File: config.mk
export PLATFORM = sky130hd
export DESIGN_NAME = timer16_waveform_mode_control
export DESIGN_NICKNAME = d
export VERILOG_FILES = /design/src/verilog/wave_ctrl_pkg.sv /design/src/verilog/timer16_waveform_mode_control.sv
export SDC_FILE = /design/constraint.sdc
export NUM_CORES = 1
export LEC_CHECK = 0
export BUFFER_PORTS_ARGS = -buffer_cell sky130_fd_sc_hd__buf_2
export CAP_MARGIN = 40
export CORE_ASPECT_RATIO = 2
export CORE_UTILIZATION = 43
export CTS_BUF_LIST = sky130_fd_sc_hd__clkbuf_2
export CTS_CLUSTER_SIZE = 40
export DETAILED_ROUTE_END_ITERATION = 10
export PLACE_DENSITY = 0.7
export SETUP_SLACK_MARGIN = 0.1
export SYNTH_ARGS = -nofsm -noshare
export SYNTH_HDL_FRONTEND = slang
export SYNTH_SLANG_ARGS = --single-unit
export TNS_END_PERCENT = 50
File: constraint.sdc
create_clock -name pclk -period 7.5 [get_ports pclk]
set_input_delay 0.375 -clock pclk [delete_from_list [all_inputs] [get_ports pclk]]
set_output_delay 0.375 -clock pclk [all_outputs]
set_load 0.1 [all_outputs]
File: src/verilog/wave_ctrl_pkg.sv
package wave_ctrl_pkg;
	// apb register byte offsets
	localparam logic [7:0] ctrl_a_off = 8'h00;
	localparam logic [7:0] status_off = 8'h04;
	localparam logic [7:0] mask_off = 8'h08;
	localparam logic [7:0] state_off = 8'h0C;
	// waveform_ctrl_a field positions
	localparam int out_mode_a_lsb = 6;
	localparam int out_mode_b_lsb = 4;
	localparam int wave_mode_lo_lsb = 0;
	// writable bits of waveform_ctrl_a; bits 3:2 are held at zero
	localparam logic [7:0] ctrl_a_wmask = 8'hF3;
	localparam logic [7:0] ctrl_a_reset = 8'h00;
	// status / mask bit positions
	localparam int ev_ovf = 0;
	localparam int ev_match_a = 1;
	localparam int ev_match_b = 2;
	localparam int ev_count = 3;
	localparam logic [ev_count-1:0] ev_reset = 3'h0;
	// fixed count limits
	localparam logic [15:0] count_max = 16'hFFFF;
	localparam logic [15:0] count_bottom = 16'h0000;
	localparam logic [15:0] top_8bit = 16'h00FF;
	localparam logic [15:0] top_9bit = 16'h01FF;
	localparam logic [15:0] top_10bit = 16'h03FF;
	// output mode field codes
	localparam logic [1:0] om_off = 2'h0;
	localparam logic [1:0] om_toggle = 2'h1;
	localparam logic [1:0] om_clear = 2'h2;
	localparam logic [1:0] om_set = 2'h3;
	// waveform mode numbers
	localparam logic [3:0] wm_normal = 4'h0;
	localparam logic [3:0] wm_clr_match = 4'h4;
	localparam logic [3:0] wm_pfc_cap = 4'h8;
	localparam logic [3:0] wm_pfc_match = 4'h9;
	localparam logic [3:0] wm_pc_cap = 4'hA;
	localparam logic [3:0] wm_pc_match = 4'hB;
	localparam logic [3:0] wm_clr_cap = 4'hC;
	localparam logic [3:0] wm_reserved = 4'hD;
	localparam logic [3:0] wm_fast_cap = 4'hE;
	localparam logic [3:0] wm_fast_match = 4'hF;
	// waveform class of a mode
	typedef enum logic [2:0] {
		cls_normal,
		cls_clr,
		cls_fast,
		cls_phase,
		cls_phase_freq,
		cls_reserved
	} wave_cls_t;
	// where compare values reload
	typedef enum logic [1:0] {
		load_now,
		load_top,
		load_bottom
	} load_pt_t;
	// where the overflow event fires
	typedef enum logic [1:0] {
		ovf_max,
		ovf_top,
		ovf_bottom
	} ovf_pt_t;
endpackage

File: src/verilog/timer16_waveform_mode_control.sv
`timescale 1ns/100ps
// Contract
// nonzero out_mode_a hands pin to wave_out_a
// nonzero out_mode_b hands pin to wave_out_b
// pin driver enabled only by direction bit
// non-pwm: off, toggle, clear, set on match
// fast pwm 01: toggle a in 14/15
// fast pwm 10: clear on match, set at top
// fast pwm 11: set on match, clear at top
// fast pwm match at top ignored, top action kept
// dual-slope 01: toggle a in 8..11
// dual-slope 10: clear up, set down
// dual-slope 11: set up, clear down
// wave_mode joins low and high mode bits
// normal and clear-on-match tops, immediate load, max flag
// modes 1-3 phase correct fixed tops
// modes 5-7 fast pwm fixed tops
// modes 8/9 phase-freq correct, bottom load/flag
// 10/11 phase, 14/15 fast, 13 reserved
// dual-slope compare bottom/top holds output
// ctrl bits 3:2 read zero, reset zero
module timer16_waveform_mode_control
	import wave_ctrl_pkg::*;
(
	input wire logic pclk,
	input wire logic presetn,
	input wire logic psel,
	input wire logic penable,
	input wire logic pwrite,
	input wire logic [7:0] paddr,
	input wire logic [31:0] pwdata,
	output logic [31:0] prdata,
	output logic pready,
	output logic pslverr,
	input wire logic [1:0] wave_mode_hi,
	input wire logic [15:0] count_value,
	input wire logic count_tick,
	input wire logic count_down,
	input wire logic [15:0] match_value_a,
	input wire logic [15:0] match_value_b,
	input wire logic [15:0] capture_value,
	input wire logic port_data_a,
	input wire logic port_data_b,
	input wire logic port_dir_a,
	input wire logic port_dir_b,
	output logic [15:0] top_value,
	output logic dual_slope,
	output logic capture_is_top,
	output logic [1:0] load_point,
	output logic overflow_event,
	output logic pin_a_out,
	output logic pin_a_oe,
	output logic pin_b_out,
	output logic pin_b_oe,
	output logic irq
);

	// register state
	logic [7:0] ctrl_a_r, ctrl_a_nxt; // waveform_ctrl_a, bits 3:2 always zero
	logic [ev_count-1:0] status_r, status_nxt; // sticky event flags
	logic [ev_count-1:0] mask_r, mask_nxt; // interrupt enables
	logic [31:0] rdata_r, rdata_nxt; // read data latched in setup phase
	// waveform and pin state
	logic wave_a_r, wave_a_nxt;
	logic wave_b_r, wave_b_nxt;
	logic pin_a_r, pin_a_nxt;
	logic pin_b_r, pin_b_nxt;
	logic oe_a_r, oe_a_nxt;
	logic oe_b_r, oe_b_nxt;
	// decoded fields
	logic [1:0] out_mode_a, out_mode_b;
	logic [3:0] wave_mode;
	wave_cls_t cls;
	load_pt_t load_pt;
	ovf_pt_t ovf_pt;
	logic [15:0] top_sel;
	// counter events
	logic at_top, at_bottom, at_max;
	logic match_a, match_b;
	logic own_a, own_b;
	logic toggle_ok_a;
	// bus decode
	logic setup_ph, wr_en, addr_ok;
	logic [ev_count-1:0] ev_now;

	assign out_mode_a = ctrl_a_r[out_mode_a_lsb +: 2];
	assign out_mode_b = ctrl_a_r[out_mode_b_lsb +: 2];
	assign wave_mode = {wave_mode_hi, ctrl_a_r[wave_mode_lo_lsb +: 2]};

	// mode table: class, top source, reload point, overflow point
	always_comb begin
		cls = cls_reserved;
		top_sel = count_max;
		load_pt = load_now;
		ovf_pt = ovf_max;
		capture_is_top = 1'b0;
		case (wave_mode)
			wm_normal: begin
				cls = cls_normal;
				top_sel = count_max;
			end
			4'h1, 4'h2, 4'h3: begin
				cls = cls_phase;
				load_pt = load_top;
				ovf_pt = ovf_bottom;
				top_sel = (wave_mode == 4'h1) ? top_8bit :
					(wave_mode == 4'h2) ? top_9bit : top_10bit;
			end
			wm_clr_match: begin
				cls = cls_clr;
				top_sel = match_value_a;
			end
			4'h5, 4'h6, 4'h7: begin
				cls = cls_fast;
				load_pt = load_top;
				ovf_pt = ovf_top;
				top_sel = (wave_mode == 4'h5) ? top_8bit :
					(wave_mode == 4'h6) ? top_9bit : top_10bit;
			end
			wm_pfc_cap, wm_pfc_match: begin
				cls = cls_phase_freq;
				load_pt = load_bottom;
				ovf_pt = ovf_bottom;
				capture_is_top = (wave_mode == wm_pfc_cap);
				top_sel = capture_is_top ? capture_value : match_value_a;
			end
			wm_pc_cap, wm_pc_match: begin
				cls = cls_phase;
				load_pt = load_top;
				ovf_pt = ovf_bottom;
				capture_is_top = (wave_mode == wm_pc_cap);
				top_sel = capture_is_top ? capture_value : match_value_a;
			end
			wm_clr_cap: begin
				cls = cls_clr;
				capture_is_top = 1'b1;
				top_sel = capture_value;
			end
			wm_fast_cap, wm_fast_match: begin
				cls = cls_fast;
				load_pt = load_top;
				ovf_pt = ovf_top;
				capture_is_top = (wave_mode == wm_fast_cap);
				top_sel = capture_is_top ? capture_value : match_value_a;
			end
			// mode 13 is reserved: waveform held, no overflow event
			default: begin
				cls = cls_reserved;
			end
		endcase
	end

	assign top_value = top_sel;
	assign dual_slope = (cls == cls_phase) || (cls == cls_phase_freq);
	assign load_point = load_pt;

	// counter position events; only the matches are qualified by the timer tick
	assign at_top = (count_value == top_sel);
	assign at_bottom = (count_value == count_bottom);
	assign at_max = (count_value == count_max);
	assign match_a = count_tick && (count_value == match_value_a);
	assign match_b = count_tick && (count_value == match_value_b);

	// overflow event at the point set by the mode
	always_comb begin
		case (ovf_pt)
			ovf_top: overflow_event = count_tick && at_top;
			ovf_bottom: overflow_event = count_tick && at_bottom && count_down;
			default: overflow_event = count_tick && at_max && (cls != cls_reserved);
		endcase
	end

	// toggle in pwm is only offered on channel a, and only for some modes
	always_comb begin
		case (cls)
			cls_fast: toggle_ok_a = (wave_mode == wm_fast_cap) ||
				(wave_mode == wm_fast_match);
			cls_phase, cls_phase_freq: toggle_ok_a = (wave_mode >= wm_pfc_cap) &&
				(wave_mode <= wm_pc_match);
			default: toggle_ok_a = 1'b1;
		endcase
	end

	// pin ownership: any nonzero field, except a refused pwm toggle or the reserved mode
	always_comb begin
		own_a = (out_mode_a != om_off);
		own_b = (out_mode_b != om_off);
		if (cls == cls_reserved) begin
			own_a = 1'b0;
			own_b = 1'b0;
		end else if (cls != cls_normal && cls != cls_clr) begin
			if (out_mode_a == om_toggle && !toggle_ok_a)
				own_a = 1'b0;
			if (out_mode_b == om_toggle)
				own_b = 1'b0;
		end
	end

	// next waveform level for one channel from its mode and counter events
	function automatic logic wave_step(input wave_cls_t c, input logic [1:0] om,
		input logic cur, input logic hit, input logic cmp_top, input logic cmp_zero);
		logic nv;
		nv = cur;
		case (c)
			cls_normal, cls_clr: begin
				if (hit) begin
					case (om)
						om_toggle: nv = !cur;
						om_clear: nv = 1'b0;
						om_set: nv = 1'b1;
						default: nv = cur;
					endcase
				end
			end
			cls_fast: begin
				if (om == om_toggle) begin
					if (hit)
						nv = !cur;
				end else if (om[1]) begin
					// top action first; a match sitting on top is dropped
					if (count_tick && at_top)
						nv = (om == om_clear);
					else if (hit && !cmp_top)
						nv = (om == om_set);
				end
			end
			cls_phase, cls_phase_freq: begin
				if (om == om_toggle) begin
					if (hit)
						nv = !cur;
				end else if (om[1]) begin
					// extreme compare values pin the output for the whole period
					if (cmp_zero && count_tick && at_bottom)
						nv = (om == om_set);
					else if (cmp_top && count_tick && at_top)
						nv = (om == om_clear);
					else if (hit && !cmp_zero && !cmp_top)
						nv = count_down ? (om == om_clear) : (om == om_set);
				end
			end
			default: nv = cur;
		endcase
		return nv;
	endfunction

	// waveform and pin next state
	always_comb begin
		wave_a_nxt = wave_step(cls, out_mode_a, wave_a_r, match_a,
			match_value_a == top_sel, match_value_a == count_bottom);
		wave_b_nxt = wave_step(cls, out_mode_b, wave_b_r, match_b,
			match_value_b == top_sel, match_value_b == count_bottom);
		pin_a_nxt = own_a ? wave_a_r : port_data_a;
		pin_b_nxt = own_b ? wave_b_r : port_data_b;
		// the driver follows the direction bit even while the compare owns the pin
		oe_a_nxt = port_dir_a;
		oe_b_nxt = port_dir_b;
	end

	// waveform and pin registers
	always_ff @(posedge pclk or negedge presetn) begin
		if (!presetn) begin
			wave_a_r <= 1'b0;
			wave_b_r <= 1'b0;
			pin_a_r <= 1'b0;
			pin_b_r <= 1'b0;
			oe_a_r <= 1'b0;
			oe_b_r <= 1'b0;
		end else begin
			wave_a_r <= wave_a_nxt;
			wave_b_r <= wave_b_nxt;
			pin_a_r <= pin_a_nxt;
			pin_b_r <= pin_b_nxt;
			oe_a_r <= oe_a_nxt;
			oe_b_r <= oe_b_nxt;
		end
	end

	assign pin_a_out = pin_a_r;
	assign pin_b_out = pin_b_r;
	assign pin_a_oe = oe_a_r;
	assign pin_b_oe = oe_b_r;

	// apb decode: zero wait states, read data fetched during setup
	assign setup_ph = psel && !penable;
	assign wr_en = psel && penable && pwrite && addr_ok;
	assign addr_ok = (paddr == ctrl_a_off) || (paddr == status_off) ||
		(paddr == mask_off) || (paddr == state_off);
	assign pready = 1'b1;
	assign pslverr = psel && penable && !addr_ok;

	// event vector feeding the sticky status
	assign ev_now = {match_b, match_a, overflow_event};

	// register file next state
	always_comb begin
		ctrl_a_nxt = ctrl_a_r;
		mask_nxt = mask_r;
		status_nxt = status_r;
		rdata_nxt = rdata_r;
		if (wr_en && paddr == ctrl_a_off)
			ctrl_a_nxt = pwdata[7:0] & ctrl_a_wmask;
		if (wr_en && paddr == mask_off)
			mask_nxt = pwdata[ev_count-1:0];
		// write-one clears, but a new event in the same cycle wins
		if (wr_en && paddr == status_off)
			status_nxt = status_r & ~pwdata[ev_count-1:0];
		status_nxt = status_nxt | ev_now;
		if (setup_ph) begin
			case (paddr)
				ctrl_a_off: rdata_nxt = {24'h000000, ctrl_a_r};
				status_off: rdata_nxt = {29'h00000000, status_r};
				mask_off: rdata_nxt = {29'h00000000, mask_r};
				state_off: rdata_nxt = {top_sel, 4'h0, own_b, own_a,
					wave_b_r, wave_a_r, 1'b0, cls, wave_mode};
				default: rdata_nxt = 32'h00000000;
			endcase
		end
	end

	// register file flops
	always_ff @(posedge pclk or negedge presetn) begin
		if (!presetn) begin
			ctrl_a_r <= ctrl_a_reset;
			status_r <= ev_reset;
			mask_r <= ev_reset;
			rdata_r <= 32'h00000000;
		end else begin
			ctrl_a_r <= ctrl_a_nxt;
			status_r <= status_nxt;
			mask_r <= mask_nxt;
			rdata_r <= rdata_nxt;
		end
	end

	assign prdata = rdata_r;
	assign irq = |(status_r & mask_r);

endmodule

==> run summary <==
Status: complete, no violations
Number of global-route vias before repair: 5552
Gate Count Post-Synth: 630
Post-layout min period: 4.53 ns
LEAKAGE: 2.64 nW
Setup TNS: 0 ns
# rows: 55
Worst EP arrival: 4.16 ns
Die area: 0.0119 mm^2
Die width: 77.7 um
Buffers added on ports: 146
Crit. End Element: output pin
Routed via count: 5556
Worst-path maximum fanout: 27
Register area share after synthesis: 23.4%
Yosys cell types: 80
Synthesized cell area: 0.00492 mm^2
Gr usage total: 34.8%
Fraction of registers with async set/reset: 100%
Antenna viol nets, final: 0
# IOs: 177
CTS clk-pin slew, worst paths: 0.24 ns
Most common cell after layout, fill and taps aside: buf_2
Global-route wire length before repair: 31.1 mm
Post-DP HPWL: 16.5 mm
Cells resized by post-CTS repair: 0
CTS Buf Count: 5
Count of max-cap constraint violations: 0
Final setup margin: 2.97 ns
Layout cells sized above 1: 26.9%
CTS tree: yes
Via-to-Cell Ratio: 6.24
Drt pass-1 iters: 7
Worst-case clock buffer depth: 2
DP Worst Slack: 3.21 ns
DRT iter0 DRCs: 374
P&R area growth vs syn: 16.9%
Synth Warn #: 0
Core ar.: 0.0112 mm^2
Final hold viol count: 0
Most frequent cells in the layout: 146 x buf_2, 50 x nand2_1, 48 x nor2_1, 46 x inv_1, 46 x dfrtp_1
Num Clock Sinks: 46
DRC viols: 0
Pwr Total: 0.000676 W
DR WL/cell: 23.0 um
Top_reg_cell synth: dfrtp_1
Die height: 153 um
CP Cell Sequence: buf_4 > nor2b_1 > o311ai_0 > or4_1 > or3_1 > nor4_1 > a32oi_1 > o21ai_0 > buf_2
Critical Path RT: 7.12 ns
Overflow after GRT: 0
Routability cong.: 1.03
Highest-delay cell along the critical path: nor2b_1
Final period util: 60.4%
RSZ-0062 raised after global routing: false
Average cell area after synthesis: 7.82 um^2
Power density cells: 117 mW/mm^2
Delay of the slowest critical-path stage: 0.67 ns
Hold WC Path Type: in2reg
Layout Cells excl Fill: 891
Final Max Slew Viols: 0
Routed wire length: 20.5 mm
Nets: 876
Count of flip-flops with a built-in enable after synthesis: 0
Peak supply drop: 92.3 uV
Worst-margin pin slew: 0.876 ns
Cell chosen for the clock root: clkbuf_2
Worst reg-to-reg setup slack: 3.65 ns
H-tree levels: 2
Register bit count reported by yosys: 46
Initial antenna violation count: 1
Final setup viols: 0
FILL cells: 1132
Starting density of the core: 43.9%
Worst-Skew Late Latency: 0.45 ns
Crit start category: flop
Pin count of the biggest net entering global routing: 44
Max-slew headroom: 41.6%
Placed cells: 879
Achievable clock frequency: 221 MHz
Max Clock Skew: 0.0245 ns
Crit Path Category: reg2out
==> per-layer routing <==
metal | routed length, um | GRT usage [%] | up-vias
li1 | - | - | 2532
met4 | 1770 | 28.9 | 0
met3 | 1150 | 4.06 | 96
met5 | 0 | 0 | -
met1 | 6460 | 32.5 | 2610
met2 | 11100 | 65.1 | 318
==> critical path, delay by kind of cell, from the launching register on <==
family                 cells  cell delay, ns
AO/OA/AOI/OAI              3            0.69
buffers and inverters      2            0.69
flip-flops                 1            0.42
AND/OR/NAND/NOR            4            1.88
==> sequential cells by signal, indices dropped and copies added (netlist names) <==
register	flops
wave_a_r	1
mask_r	3
prdata	28
pin_a_out	1
ctrl_a_r	6
pin_b_oe	1
status_r	3
pin_a_oe	1
wave_b_r	1
pin_b_out	1
==> power by group <==
part	total [W]	internal (W)	leakage [nW]	switching (W)
clock	0.000105	0.0000212	0.0264	0.0000834
sequential	0.000256	0.000252	0.632	0.00000422
combinational	0.000315	0.0000879	1.98	0.000227
==> area by class of cell <==
cell class	count	area [um^2]	share of cell area, %
antenna	1	2.50	0.0435
clock buffer	5	25.0	0.435
clock inverter	3	16.3	0.283
inverter	47	176	3.06
multi-input combinational	492	3380	58.7
sequential	46	1150	20.0
tap	142	178	3.09
timing repair buffer	155	826	14.3
==> Yosys cell counts (10+ instances only) <==
cell type,number,share of area [%]
ha_1,12,3.0
o22ai_1,12,1.5
nor3_1,13,1.3
mux2_2,17,3.9
a21oi_1,27,2.7
a211oi_1,10,1.5
nor2_1,48,3.7
xnor2_1,13,2.3
nand3_1,13,1.3
a22o_1,13,2.3
o21ai_0,34,3.5
inv_1,46,3.5
dfrtp_1,46,23
clkbuf_1,29,2.2
nand2b_1,32,4.1
xor2_1,28,5.0
nand2_1,50,3.8
nor4_1,24,3.0
==> cells by family after synthesis <==
group	count (synthesis)	share of synthesized area, %
xor gates and xnor gates	41	7.29
and+or+nand+nor	231	25.4
AOI/OAI and AO/OA	181	27.6
muxes	22	4.90
other	2	0.152
adders and majority gates	12	3.05
DFF	46	23.4
buffers and inverters	95	8.18
==> through the flow <==
| stage | instance area, um^2 | utilization [%] | hold slack (ns) |
|---|---|---|---|
| after global routing | 5760 | 51.3 | 0.118 |
| after detailed placement | 5680 | 50.7 | 0.244 |
| after floorplan | 4940 | - | 0.0794 |
| after global placement | 5650 | 50.4 | 0.456 |
| final | 5760 | 51.3 | 0.137 |
| after CTS | 5730 | 51.1 | 0.00532 |
==> final timing paths <==
| check | to | start | cells past startpoint |
|---|---|---|---|
| min | pin_b_out$_DFF_PN0_ | port_data_b | 2 |
| max | overflow_event | ctrl_a_r[1]$_DFFE_PN0P_ | 9 |
| min in group asynchronous | prdata[18]$_DFFE_PN0P_ | presetn | 2 |
| max reg2reg | wave_a_r$_DFFE_PN0P_ | ctrl_a_r[1]$_DFFE_PN0P_ | 10 |
| min reg2reg | prdata[7]$_DFFE_PN0P_ | prdata[7]$_DFFE_PN0P_ | 2 |
| max in group asynchronous | ctrl_a_r[6]$_DFFE_PN0P_ | presetn | 3 |
==> timing repair <==
action                                  CTS  global route
endpoints found under the setup margin    0             0
hold endpoints to repair                  8             2
buffers inserted                          0             0
hold buffers                              1             2
Note: power is estimated with default switching activity, not from simulation.
